==> src/verilog/pwr_seq_pkg.sv <==
package pwr_seq_pkg;
    // ------------------------------------------------------------
    // Register map (byte addresses)
    // ------------------------------------------------------------
    localparam logic [7:0] CTRL_ADDR = 8'h00;
    localparam logic [7:0] IDLE_TMO_ADDR = 8'h04;
    localparam logic [7:0] SLEEP_TMO_ADDR = 8'h08;
    localparam logic [7:0] OFF_TMO_ADDR = 8'h0C;
    localparam logic [7:0] WAKE_INT_ADDR = 8'h10;
    localparam logic [7:0] STATUS_ADDR = 8'h14;
    localparam logic [7:0] RADIO_ADDR = 8'h18;
    localparam logic [7:0] PERIPH_EN_ADDR = 8'h1C;

    // CTRL fields
    localparam int CTRL_AUTO_BIT = 0;
    localparam int CTRL_TIMED_BIT = 1;
    localparam int CTRL_FORCE_BIT = 2;
    localparam int CTRL_WAKE_BIT = 3;

    // Radio power-down bit positions
    localparam int RPD_TX = 0;
    localparam int RPD_RX = 1;
    localparam int RPD_PLL = 2;
    localparam int RPD_PA = 3;

    // Reset values
    localparam logic [31:0] CTRL_RST = 32'h0000_0001;
    localparam logic [31:0] IDLE_TMO_RST = 32'h0000_0400;
    localparam logic [31:0] SLEEP_TMO_RST = 32'h0000_1000;
    localparam logic [31:0] OFF_TMO_RST = 32'h0001_0000;
    localparam logic [31:0] WAKE_INT_RST = 32'h0001_0000;

    localparam logic [1:0] HTRANS_NONSEQ = 2'h2;
    localparam logic [2:0] HSIZE_WORD = 3'h2;

    // Shared peripheral oscillator nominal rate
    localparam int PERIPH_OSC_KHZ = 128;

    typedef enum logic [2:0] {
        MODE_ACTIVE = 3'b000,
        MODE_IDLE = 3'b001,
        MODE_SLEEP = 3'b010,
        MODE_OFF = 3'b011,
        MODE_TIMED = 3'b100
    } pmode_e;
endpackage

==> src/verilog/power_mode_sequencer.sv <==
module power_mode_sequencer
    import pwr_seq_pkg::*;
#(
    parameter int NUM_PERIPH = 4,
    parameter int KSCAN_IDX = 0
) (
    input wire logic REF_CLK,
    input wire logic RESETN,
    input wire logic HSEL,
    input wire logic [31:0] HADDR,
    input wire logic [1:0] HTRANS,
    input wire logic HWRITE,
    input wire logic [2:0] HSIZE,
    input wire logic [31:0] HWDATA,
    input wire logic HREADY,
    output logic [31:0] HRDATA,
    output logic HREADYOUT,
    output logic HRESP,
    input wire logic [NUM_PERIPH-1:0] PERIPH_CLK_REQ,
    input wire logic KEY_PRESS,
    input wire logic USER_ACTIVITY,
    input wire logic BB_PKT_ACTIVE,
    input wire logic BB_TX,
    input wire logic BB_RX,
    input wire logic BB_LP_CONN,
    input wire logic BB_CONN_WAKE,
    output logic PERIPH_OSC_EN,
    output logic [NUM_PERIPH-1:0] PERIPH_CLK_GNT,
    output logic REGULATOR_OUTPUT_EN,
    output logic CORE_ISO,
    output logic LOW_POWER_OSC_SEL,
    output logic RADIO_TX_PD,
    output logic RADIO_RX_PD,
    output logic RADIO_PLL_PD,
    output logic RADIO_PA_PD,
    output logic [2:0] POWER_MODE
);
    import pwr_seq_pkg::*;

    // ------------------------------------------------------------
    // Input synchronisers
    // ------------------------------------------------------------
    localparam int NS = NUM_PERIPH + 7;
    logic [NS-1:0] s1_q, s2_q;
    logic [NS-1:0] raw;
    assign raw = {BB_CONN_WAKE, BB_LP_CONN, BB_RX, BB_TX, BB_PKT_ACTIVE,
                  USER_ACTIVITY, KEY_PRESS, PERIPH_CLK_REQ};
    always_ff @(posedge REF_CLK or negedge RESETN) begin
        if (!RESETN) begin
            s1_q <= '0;
            s2_q <= '0;
        end else begin
            s1_q <= raw;
            s2_q <= s1_q;
        end
    end
    logic [NUM_PERIPH-1:0] req_s;
    logic key_s, act_s, pkt_s, tx_s, rx_s, lpc_s, cwake_s;
    assign req_s = s2_q[NUM_PERIPH-1:0];
    assign {cwake_s, lpc_s, rx_s, tx_s, pkt_s, act_s, key_s} =
        s2_q[NS-1:NUM_PERIPH];

    // ------------------------------------------------------------
    // AHB-Lite slave
    // ------------------------------------------------------------
    logic [31:0] ctrl_q, ctrl_d, idle_q, idle_d, sleep_q, sleep_d;
    logic [31:0] off_q, off_d, wint_q, wint_d;
    logic [3:0] rpd_sw_q, rpd_sw_d;
    logic [NUM_PERIPH-1:0] pen_q, pen_d;
    logic wr_pend_q, wr_pend_d;
    logic [7:0] addr_q, addr_d;
    logic [31:0] rdata_q, rdata_d;
    logic sw_kick;
    logic take;
    assign take = HSEL && HREADY && (HTRANS == HTRANS_NONSEQ);

    function automatic logic [31:0] read_mux(input logic [7:0] a,
                                              input logic [31:0] st);
        unique case (a)
            CTRL_ADDR: read_mux = ctrl_q;
            IDLE_TMO_ADDR: read_mux = idle_q;
            SLEEP_TMO_ADDR: read_mux = sleep_q;
            OFF_TMO_ADDR: read_mux = off_q;
            WAKE_INT_ADDR: read_mux = wint_q;
            STATUS_ADDR: read_mux = st;
            RADIO_ADDR: read_mux = {28'h0000000, rpd_sw_q};
            PERIPH_EN_ADDR: read_mux = 32'(pen_q);
            default: read_mux = 32'h0000_0000;
        endcase
    endfunction

    pmode_e mode_q, mode_d;
    logic [31:0] status;
    logic [3:0] rpd_q;

    always_comb begin
        ctrl_d = ctrl_q;
        idle_d = idle_q;
        sleep_d = sleep_q;
        off_d = off_q;
        wint_d = wint_q;
        rpd_sw_d = rpd_sw_q;
        pen_d = pen_q;
        wr_pend_d = take && HWRITE;
        addr_d = take ? HADDR[7:0] : addr_q;
        rdata_d = take && !HWRITE ? read_mux(HADDR[7:0], status) : rdata_q;
        sw_kick = 1'b0;
        if (wr_pend_q) begin
            unique case (addr_q)
                CTRL_ADDR: begin
                    ctrl_d = HWDATA;
                    sw_kick = HWDATA[CTRL_FORCE_BIT] | HWDATA[CTRL_WAKE_BIT];
                end
                IDLE_TMO_ADDR: idle_d = HWDATA;
                SLEEP_TMO_ADDR: sleep_d = HWDATA;
                OFF_TMO_ADDR: off_d = HWDATA;
                WAKE_INT_ADDR: wint_d = HWDATA;
                RADIO_ADDR: rpd_sw_d = HWDATA[3:0];
                PERIPH_EN_ADDR: pen_d = HWDATA[NUM_PERIPH-1:0];
                default: ;
            endcase
            // Force and wake are one-shot commands
            ctrl_d[CTRL_FORCE_BIT] = 1'b0;
            ctrl_d[CTRL_WAKE_BIT] = 1'b0;
        end
    end

    always_ff @(posedge REF_CLK or negedge RESETN) begin
        if (!RESETN) begin
            ctrl_q <= CTRL_RST;
            idle_q <= IDLE_TMO_RST;
            sleep_q <= SLEEP_TMO_RST;
            off_q <= OFF_TMO_RST;
            wint_q <= WAKE_INT_RST;
            rpd_sw_q <= '0;
            pen_q <= '0;
            wr_pend_q <= 1'b0;
            addr_q <= '0;
            rdata_q <= '0;
        end else begin
            ctrl_q <= ctrl_d;
            idle_q <= idle_d;
            sleep_q <= sleep_d;
            off_q <= off_d;
            wint_q <= wint_d;
            rpd_sw_q <= rpd_sw_d;
            pen_q <= pen_d;
            wr_pend_q <= wr_pend_d;
            addr_q <= addr_d;
            rdata_q <= rdata_d;
        end
    end

    // ------------------------------------------------------------
    // Power mode state machine
    // ------------------------------------------------------------
    logic [31:0] cnt_q, cnt_d;
    logic wake_ev;
    // Key press counts as user activity so the scanner can wake the chip
    assign wake_ev = act_s | key_s;
    assign status = {24'h000000, 1'b0, lpc_s, 3'(mode_q), ~REGULATOR_OUTPUT_EN,
                     PERIPH_OSC_EN, 1'b0};

    always_comb begin
        mode_d = mode_q;
        cnt_d = cnt_q + 32'h0000_0001;
        unique case (mode_q)
            MODE_ACTIVE: if (cnt_q >= idle_q) begin
                mode_d = MODE_IDLE;
                cnt_d = '0;
            end
            MODE_IDLE: if (cnt_q >= sleep_q) begin
                mode_d = MODE_SLEEP;
                cnt_d = '0;
            end
            MODE_SLEEP: if (cnt_q >= off_q) begin
                mode_d = ctrl_q[CTRL_TIMED_BIT] ? MODE_TIMED : MODE_OFF;
                cnt_d = '0;
            end
            MODE_OFF: cnt_d = '0;
            MODE_TIMED: if (cnt_q >= wint_q) begin
                mode_d = MODE_ACTIVE;
                cnt_d = '0;
            end
            default: begin
                mode_d = MODE_ACTIVE;
                cnt_d = '0;
            end
        endcase
        if (!ctrl_q[CTRL_AUTO_BIT] && mode_q != MODE_TIMED) begin
            cnt_d = '0;
        end
        if (sw_kick && ctrl_q[CTRL_FORCE_BIT] == 1'b0 &&
            HWDATA[CTRL_FORCE_BIT] && mode_q < MODE_OFF) begin
            mode_d = pmode_e'(mode_q + 3'h1);
            cnt_d = '0;
        end
        // Activity beats any timeout in the same cycle
        if (wake_ev || pkt_s || (sw_kick && HWDATA[CTRL_WAKE_BIT])) begin
            mode_d = MODE_ACTIVE;
            cnt_d = '0;
        end
    end

    always_ff @(posedge REF_CLK or negedge RESETN) begin
        if (!RESETN) begin
            mode_q <= MODE_ACTIVE;
            cnt_q <= '0;
        end else begin
            mode_q <= mode_d;
            cnt_q <= cnt_d;
        end
    end

    // ------------------------------------------------------------
    // Outputs
    // ------------------------------------------------------------
    logic [NUM_PERIPH-1:0] gnt_d;
    logic [3:0] rpd_d;
    logic reg_on_d;
    always_comb begin
        gnt_d = req_s & pen_q;
        // Scanner may wake its request on a key press while enabled
        gnt_d[KSCAN_IDX] = pen_q[KSCAN_IDX] &
                           (req_s[KSCAN_IDX] | key_s);
        reg_on_d = !(mode_d == MODE_OFF || mode_d == MODE_TIMED);
        // Radio is on only while a packet is being sent or received
        rpd_d[RPD_TX] = rpd_sw_q[RPD_TX] | !(pkt_s & tx_s);
        rpd_d[RPD_RX] = rpd_sw_q[RPD_RX] | !(pkt_s & rx_s);
        rpd_d[RPD_PLL] = rpd_sw_q[RPD_PLL] | !pkt_s;
        rpd_d[RPD_PA] = rpd_sw_q[RPD_PA] | !(pkt_s & tx_s);
        if (!reg_on_d) begin
            rpd_d = 4'hF;
            gnt_d = '0;
        end
    end

    logic osc_q, reg_on_q, slow_osc_q, iso_q;
    logic [NUM_PERIPH-1:0] gnt_q;
    always_ff @(posedge REF_CLK or negedge RESETN) begin
        if (!RESETN) begin
            osc_q <= 1'b0;
            gnt_q <= '0;
            reg_on_q <= 1'b1;
            iso_q <= 1'b0;
            slow_osc_q <= 1'b0;
            rpd_q <= 4'hF;
        end else begin
            osc_q <= |gnt_d;
            gnt_q <= gnt_d;
            reg_on_q <= reg_on_d;
            // Own flop so isolation never glitches against the regulator
            iso_q <= !reg_on_d;
            // Low-power connection runs on the slow clock until its wake
            slow_osc_q <= lpc_s & !cwake_s;
            rpd_q <= rpd_d;
        end
    end

    assign PERIPH_OSC_EN = osc_q;
    assign PERIPH_CLK_GNT = gnt_q;
    assign REGULATOR_OUTPUT_EN = reg_on_q;
    assign CORE_ISO = iso_q;
    assign LOW_POWER_OSC_SEL = slow_osc_q;
    assign {RADIO_PA_PD, RADIO_PLL_PD, RADIO_RX_PD, RADIO_TX_PD} = rpd_q;
    assign POWER_MODE = mode_q;
    assign HRDATA = rdata_q;
    assign HREADYOUT = 1'b1;
    assign HRESP = 1'b0;

    // ------------------------------------------------------------
    // Assertions
    // ------------------------------------------------------------
    property p_osc;
        @(posedge REF_CLK) disable iff (!RESETN)
        PERIPH_OSC_EN == (|PERIPH_CLK_GNT);
    endproperty
    a_osc: assert property (p_osc) else $error("osc off with grant");
    property p_dis;
        @(posedge REF_CLK) disable iff (!RESETN)
        (PERIPH_CLK_GNT & ~$past(pen_q)) == '0;
    endproperty
    a_dis: assert property (p_dis) else $error("grant when off");
    property p_iso;
        @(posedge REF_CLK) disable iff (!RESETN)
        CORE_ISO == !REGULATOR_OUTPUT_EN;
    endproperty
    a_iso: assert property (p_iso) else $error("iso mismatch");
    property p_wake;
        @(posedge REF_CLK) disable iff (!RESETN)
        act_s |=> mode_q == MODE_ACTIVE;
    endproperty
    a_wake: assert property (p_wake) else $error("no wake");
    property p_reg;
        @(posedge REF_CLK) disable iff (!RESETN)
        mode_q == MODE_OFF |-> !REGULATOR_OUTPUT_EN;
    endproperty
    a_reg: assert property (p_reg) else $error("regulator on");
    property p_step;
        @(posedge REF_CLK) disable iff (!RESETN)
        mode_q == MODE_ACTIVE && !wake_ev && !pkt_s && !sw_kick &&
        ctrl_q[CTRL_AUTO_BIT] && cnt_q >= idle_q |=> mode_q == MODE_IDLE;
    endproperty
    a_step: assert property (p_step) else $error("no step");
    property p_radio;
        @(posedge REF_CLK) disable iff (!RESETN)
        !pkt_s |=> RADIO_PLL_PD;
    endproperty
    a_radio: assert property (p_radio) else $error("pll on");
endmodule // power_mode_sequencer

==> config.mk <==
export PLATFORM = sky130hd
export DESIGN_NAME = power_mode_sequencer
export DESIGN_NICKNAME = d
export VERILOG_FILES = /design/src/verilog/pwr_seq_pkg.sv /design/src/verilog/power_mode_sequencer.sv
export SDC_FILE = /design/constraint.sdc
export NUM_CORES = 1
export LEC_CHECK = 0
export BUFFER_PORTS_ARGS = -buffer_cell sky130_fd_sc_hd__buf_2
export CAP_MARGIN = 20
export CORE_ASPECT_RATIO = 1.25
export CORE_MARGIN = 2
export CORE_UTILIZATION = 37
export CTS_CLUSTER_SIZE = 20
export DETAILED_ROUTE_END_ITERATION = 8
export GPL_TIMING_DRIVEN = 0
export PLACE_DENSITY = 0.62
export REMOVE_ABC_BUFFERS = 1
export SLEW_MARGIN = 20
export SYNTH_ARGS = -nofsm -noshare
export SYNTH_HDL_FRONTEND = slang
export SYNTH_SLANG_ARGS = --single-unit
==> constraint.sdc <==
create_clock -name REF_CLK -period 3.65 [get_ports REF_CLK]
set_input_delay 0.73 -clock REF_CLK [delete_from_list [all_inputs] [get_ports REF_CLK]]
set_output_delay 0.73 -clock REF_CLK [all_outputs]
set_load 0.005 [all_outputs]
==> summary.md <==
| Metric | Value |
|---|---|
| Slew @ Worst Pin | `1.145 ns` |
| Asr flop ratio synth | `100.0%` |
| Reg-to-Reg Start | `cnt_q[29]` |
| Final non-filler cell total | `1,979` |
| TritonRoute pass-1 iters | `6` |
| PD cells | `410.0 nW/µm²` |
| Setup tns final | `0 ns` |
| Clock sinks | `276` |
| Die area | `40,700 µm²` |
| Largest net degree at the start of global routing | `94` |
| CTS root buf | `clkbuf_16` |
| Cell Count Post-Placement | `1,924` |
| Setup crit start kind | `register` |
| ANT nets after route | `0` |
| Gr ovfl total | `0` |
| H-tree levels | `1` |
| Setup CP Type | `reg2reg` |
| CP startpoint | `cnt_q[29]` |
| Clk_skew | `0.02124 ns` |
| Arrival time worst endpoint | `3.98 ns` |
| Initial antenna violation count | `0` |
| Final period util | `96.50%` |
| GRT Util Overall | `18.27%` |
| Starting DRT DRC Count | `674` |
| Final Max Slew Viols | `0` |
| R2R cell count | `10` |
| Post-CTS Setup Repair Bufs | `0` |
| Vias in the first global route | `11,100` |
| CP required | `4.11 ns` |
| Endpoints failing setup | `0` |
| Routed WL per cell | `18.87 µm` |
| Fmax | `283.9 MHz` |
| Final wirelength | `37,350 µm` |
| CTS tree | `done` |
| Clk buf depth | `3` |
| Yosys reg bits | `276` |
| Initial Utilization | `37.27%` |
| CP Capture Type | `register` |
| Vias | `10,730` |
| First-pass GRT wire length | `59,690 µm` |
| Post-Syn Area per Cell | `10.81 µm²` |
| # IOs | `134` |
| Synth Warn # | `0` |
| Area Growth Syn to Fin | `17.52%` |
| P_leak | `8.481 nW` |
| Share of cells above drive strength 1 | `24.11%` |
| Number of synthesized flops with an enable pin | `0` |
| Core ar. | `38,820 µm²` |
| Global placement routability congestion | `0.8358` |
| Place WS | `-0.6026 ns` |
| Skew-Pair Late Insertion Delay | `0.57 ns` |
| Diode count | `0` |
| Syn Inst Count | `1,338` |
| Library cells used by synthesis | `68` |
| Die H | `225.1 µm` |
| Final Hold Fails | `0` |
| MaxCap Viol Count | `0` |
| Worst setup margin | `0.1277 ns` |
| Port Buffers | `104` |
| Slew headroom | `23.10%` |
| Syn Std Cell Area | `14,470 µm²` |
| Period minus WS final | `3.522 ns` |
| Highest fanout seen on the critical path | `7` |
| Final #Nets | `1,677` |
| Final HPWL from detailed placement | `28,430 µm` |
| RSZ-0062 raised after global routing | `false` |
| CTS Buf Count | `30` |
| Std cell rows | `81` |
| Die width | `180.9 µm` |
| Hold Crit Class | `in2async` |
| Via/cell ratio | `5.421` |
| Peak supply drop | `0.3588 mV` |
| Seq/Total Area, Yosys | `47.83%` |
| Status | `completed` |
| Drt drc | `0` |
| Dominant synthesized flop cell | `dfrtp_1` |
| Clk pin slew, worst setup/hold paths | `0.06 ns` |
-- cells in the final DEF (no fill, tap or decap), types with 8 or more instances in the layout --
master     Yosys  routed
dfrtp_1      266     266
inv_1        142     142
ha_1         134     134
mux2_2       132     132
buf_2          3     103
nand2_1       96      92
o21ai_0       66      65
nor2_1        63      63
a21oi_1       59      59
a21o_1        42      42
a22oi_1       38      38
clkbuf_16      0      31
a222oi_1      28      28
nand4_1       26      26
nand3_1       22      22
buf_4          2      20
xor2_1        19      19
nor3_1        19      12
and3_1        11      11
xnor2_1       11      11
dfstp_2       10      10
a211oi_1       9       9
clkbuf_8       0       9
a221oi_1       8       8
nor3_2         1       8
-- area by class of cell --
type	count	area, µm²
clock buffers	41	903.4
clock inverters	14	156.4
fillers	3674	21820
inverters	143	536.8
multi-input cells	870	6920
flip-flops and latches	276	6919
well taps	498	623.1
repair buffers	137	940.9
-- report_power, final --
group	switching (mW)	total (mW)	internal [mW]	leakage, nW
registers	0.109	3.34	3.23	3.26
clock network	1.26	3.20	1.93	0.523
logic	0.250	0.440	0.189	4.70
total	1.62	6.97	5.35	8.48
-- critical path, cell delays in order (launching register included) --
cell	delay [ns]
dfrtp_1	0.48
ha_1	0.34
nand4_1	0.19
nor3_1	0.43
nand4_1	0.24
a2111o_1	0.45
o2111a_1	0.27
o32a_1	0.35
o211ai_1	0.29
mux2i_4	0.16
a41oi_1	0.21
-- cell usage after synthesis (7+ instances only) --
master / instances / area, µm²
nand3_1: 22 / 110.1
a221oi_1: 8 / 70.07
a211oi_1: 9 / 67.56
nor2_1: 63 / 236.5
inv_1: 142 / 533.0
nor3_1: 19 / 95.09
and3_1: 11 / 68.82
nand2_1: 96 / 360.4
o211ai_1: 7 / 52.55
a22oi_1: 38 / 285.3
dfrtp_1: 266 / 6656
a21oi_1: 59 / 295.3
a222oi_1: 28 / 280.3
ha_1: 134 / 1677
mux2_2: 132 / 1486
o21ai_0: 66 / 330.3
dfstp_2: 10 / 262.8
xnor2_1: 11 / 96.34
nand4_1: 26 / 162.7
clkbuf_1: 41 / 153.9
a21o_1: 42 / 315.3
nand2b_1: 7 / 43.79
xor2_1: 19 / 166.4
-- metal layers --
metal	routed length, µm	up-vias	track usage, %
met2	19270	231	32.87
met1	15380	5384	22.28
li1	-	5041	-
met5	0	-	0
met4	1124	0	6.322
met3	1577	73	2.666
-- flip-flops by register name, indices dropped and copies added (netlist names) --
signal / flops
rpd_sw_q: 4
sleep_q: 32
HRDATA: 32
off_q: 32
addr_q: 8
PERIPH_OSC_EN: 1
ctrl_q: 30
s1_q: 11
s2_q: 11
REGULATOR_OUTPUT_EN: 1
PERIPH_CLK_GNT: 4
POWER_MODE: 3
CORE_ISO: 1
idle_q: 32
wr_pend_q: 1
rpd_q: 4
pen_q: 4
wint_q: 32
cnt_q: 32
LOW_POWER_OSC_SEL: 1
-- final timing paths --
path	slack, ns	end
worst max-delay path	0.13	PERIPH_OSC_EN
max in group asynchronous	2.42	idle_q[10]
min in group REF_CLK	0.26	s1_q[10]
worst min register to register	0.35	s2_q[7]
worst max register to register	0.13	PERIPH_OSC_EN
worst min-delay path	0.09	HRDATA[21]
-- through the flow --
| stage | util (%) | power [mW] | hold slack [ns] | instance area, µm² |
|---|---|---|---|---|
| finish | 43.80 | 6.971 | 0.08670 | 17000 |
| global route | 43.80 | 7.256 | 0.1032 | 17000 |
| CTS | 43.68 | 7.060 | 0.07792 | 16960 |
| detailed placement | 40.90 | 3.832 | 0.3356 | 15870 |
| global placement | 39.71 | 3.791 | 0.3320 | 15410 |
| floorplan | - | 3.597 | 0.3312 | 14270 |
-- what timing repair did --
| item | in CTS | in global routing |
|---|---|---|
| hold buffers | 0 | 0 |
| endpoints found under the setup margin | 38 | 7 |
| gates resized for setup | 6 | 6 |
-- cell families (layout without fill, tap and decap cells) --
family / Yosys count / after routing / synth area share [%]
and+or+nand+nor: 271 / 271 / 8.797
adders and majority gates: 134 / 134 / 11.59
xor gates and xnor gates: 30 / 30 / 1.816
AOI/OAI and AO/OA: 300 / 300 / 14.42
muxes: 133 / 133 / 10.43
buffers and inverters: 192 / 335 / 5.060
DFF: 276 / 276 / 47.83
other: 2 / 2 / 0.05192
(Power assumes the default switching activity.)
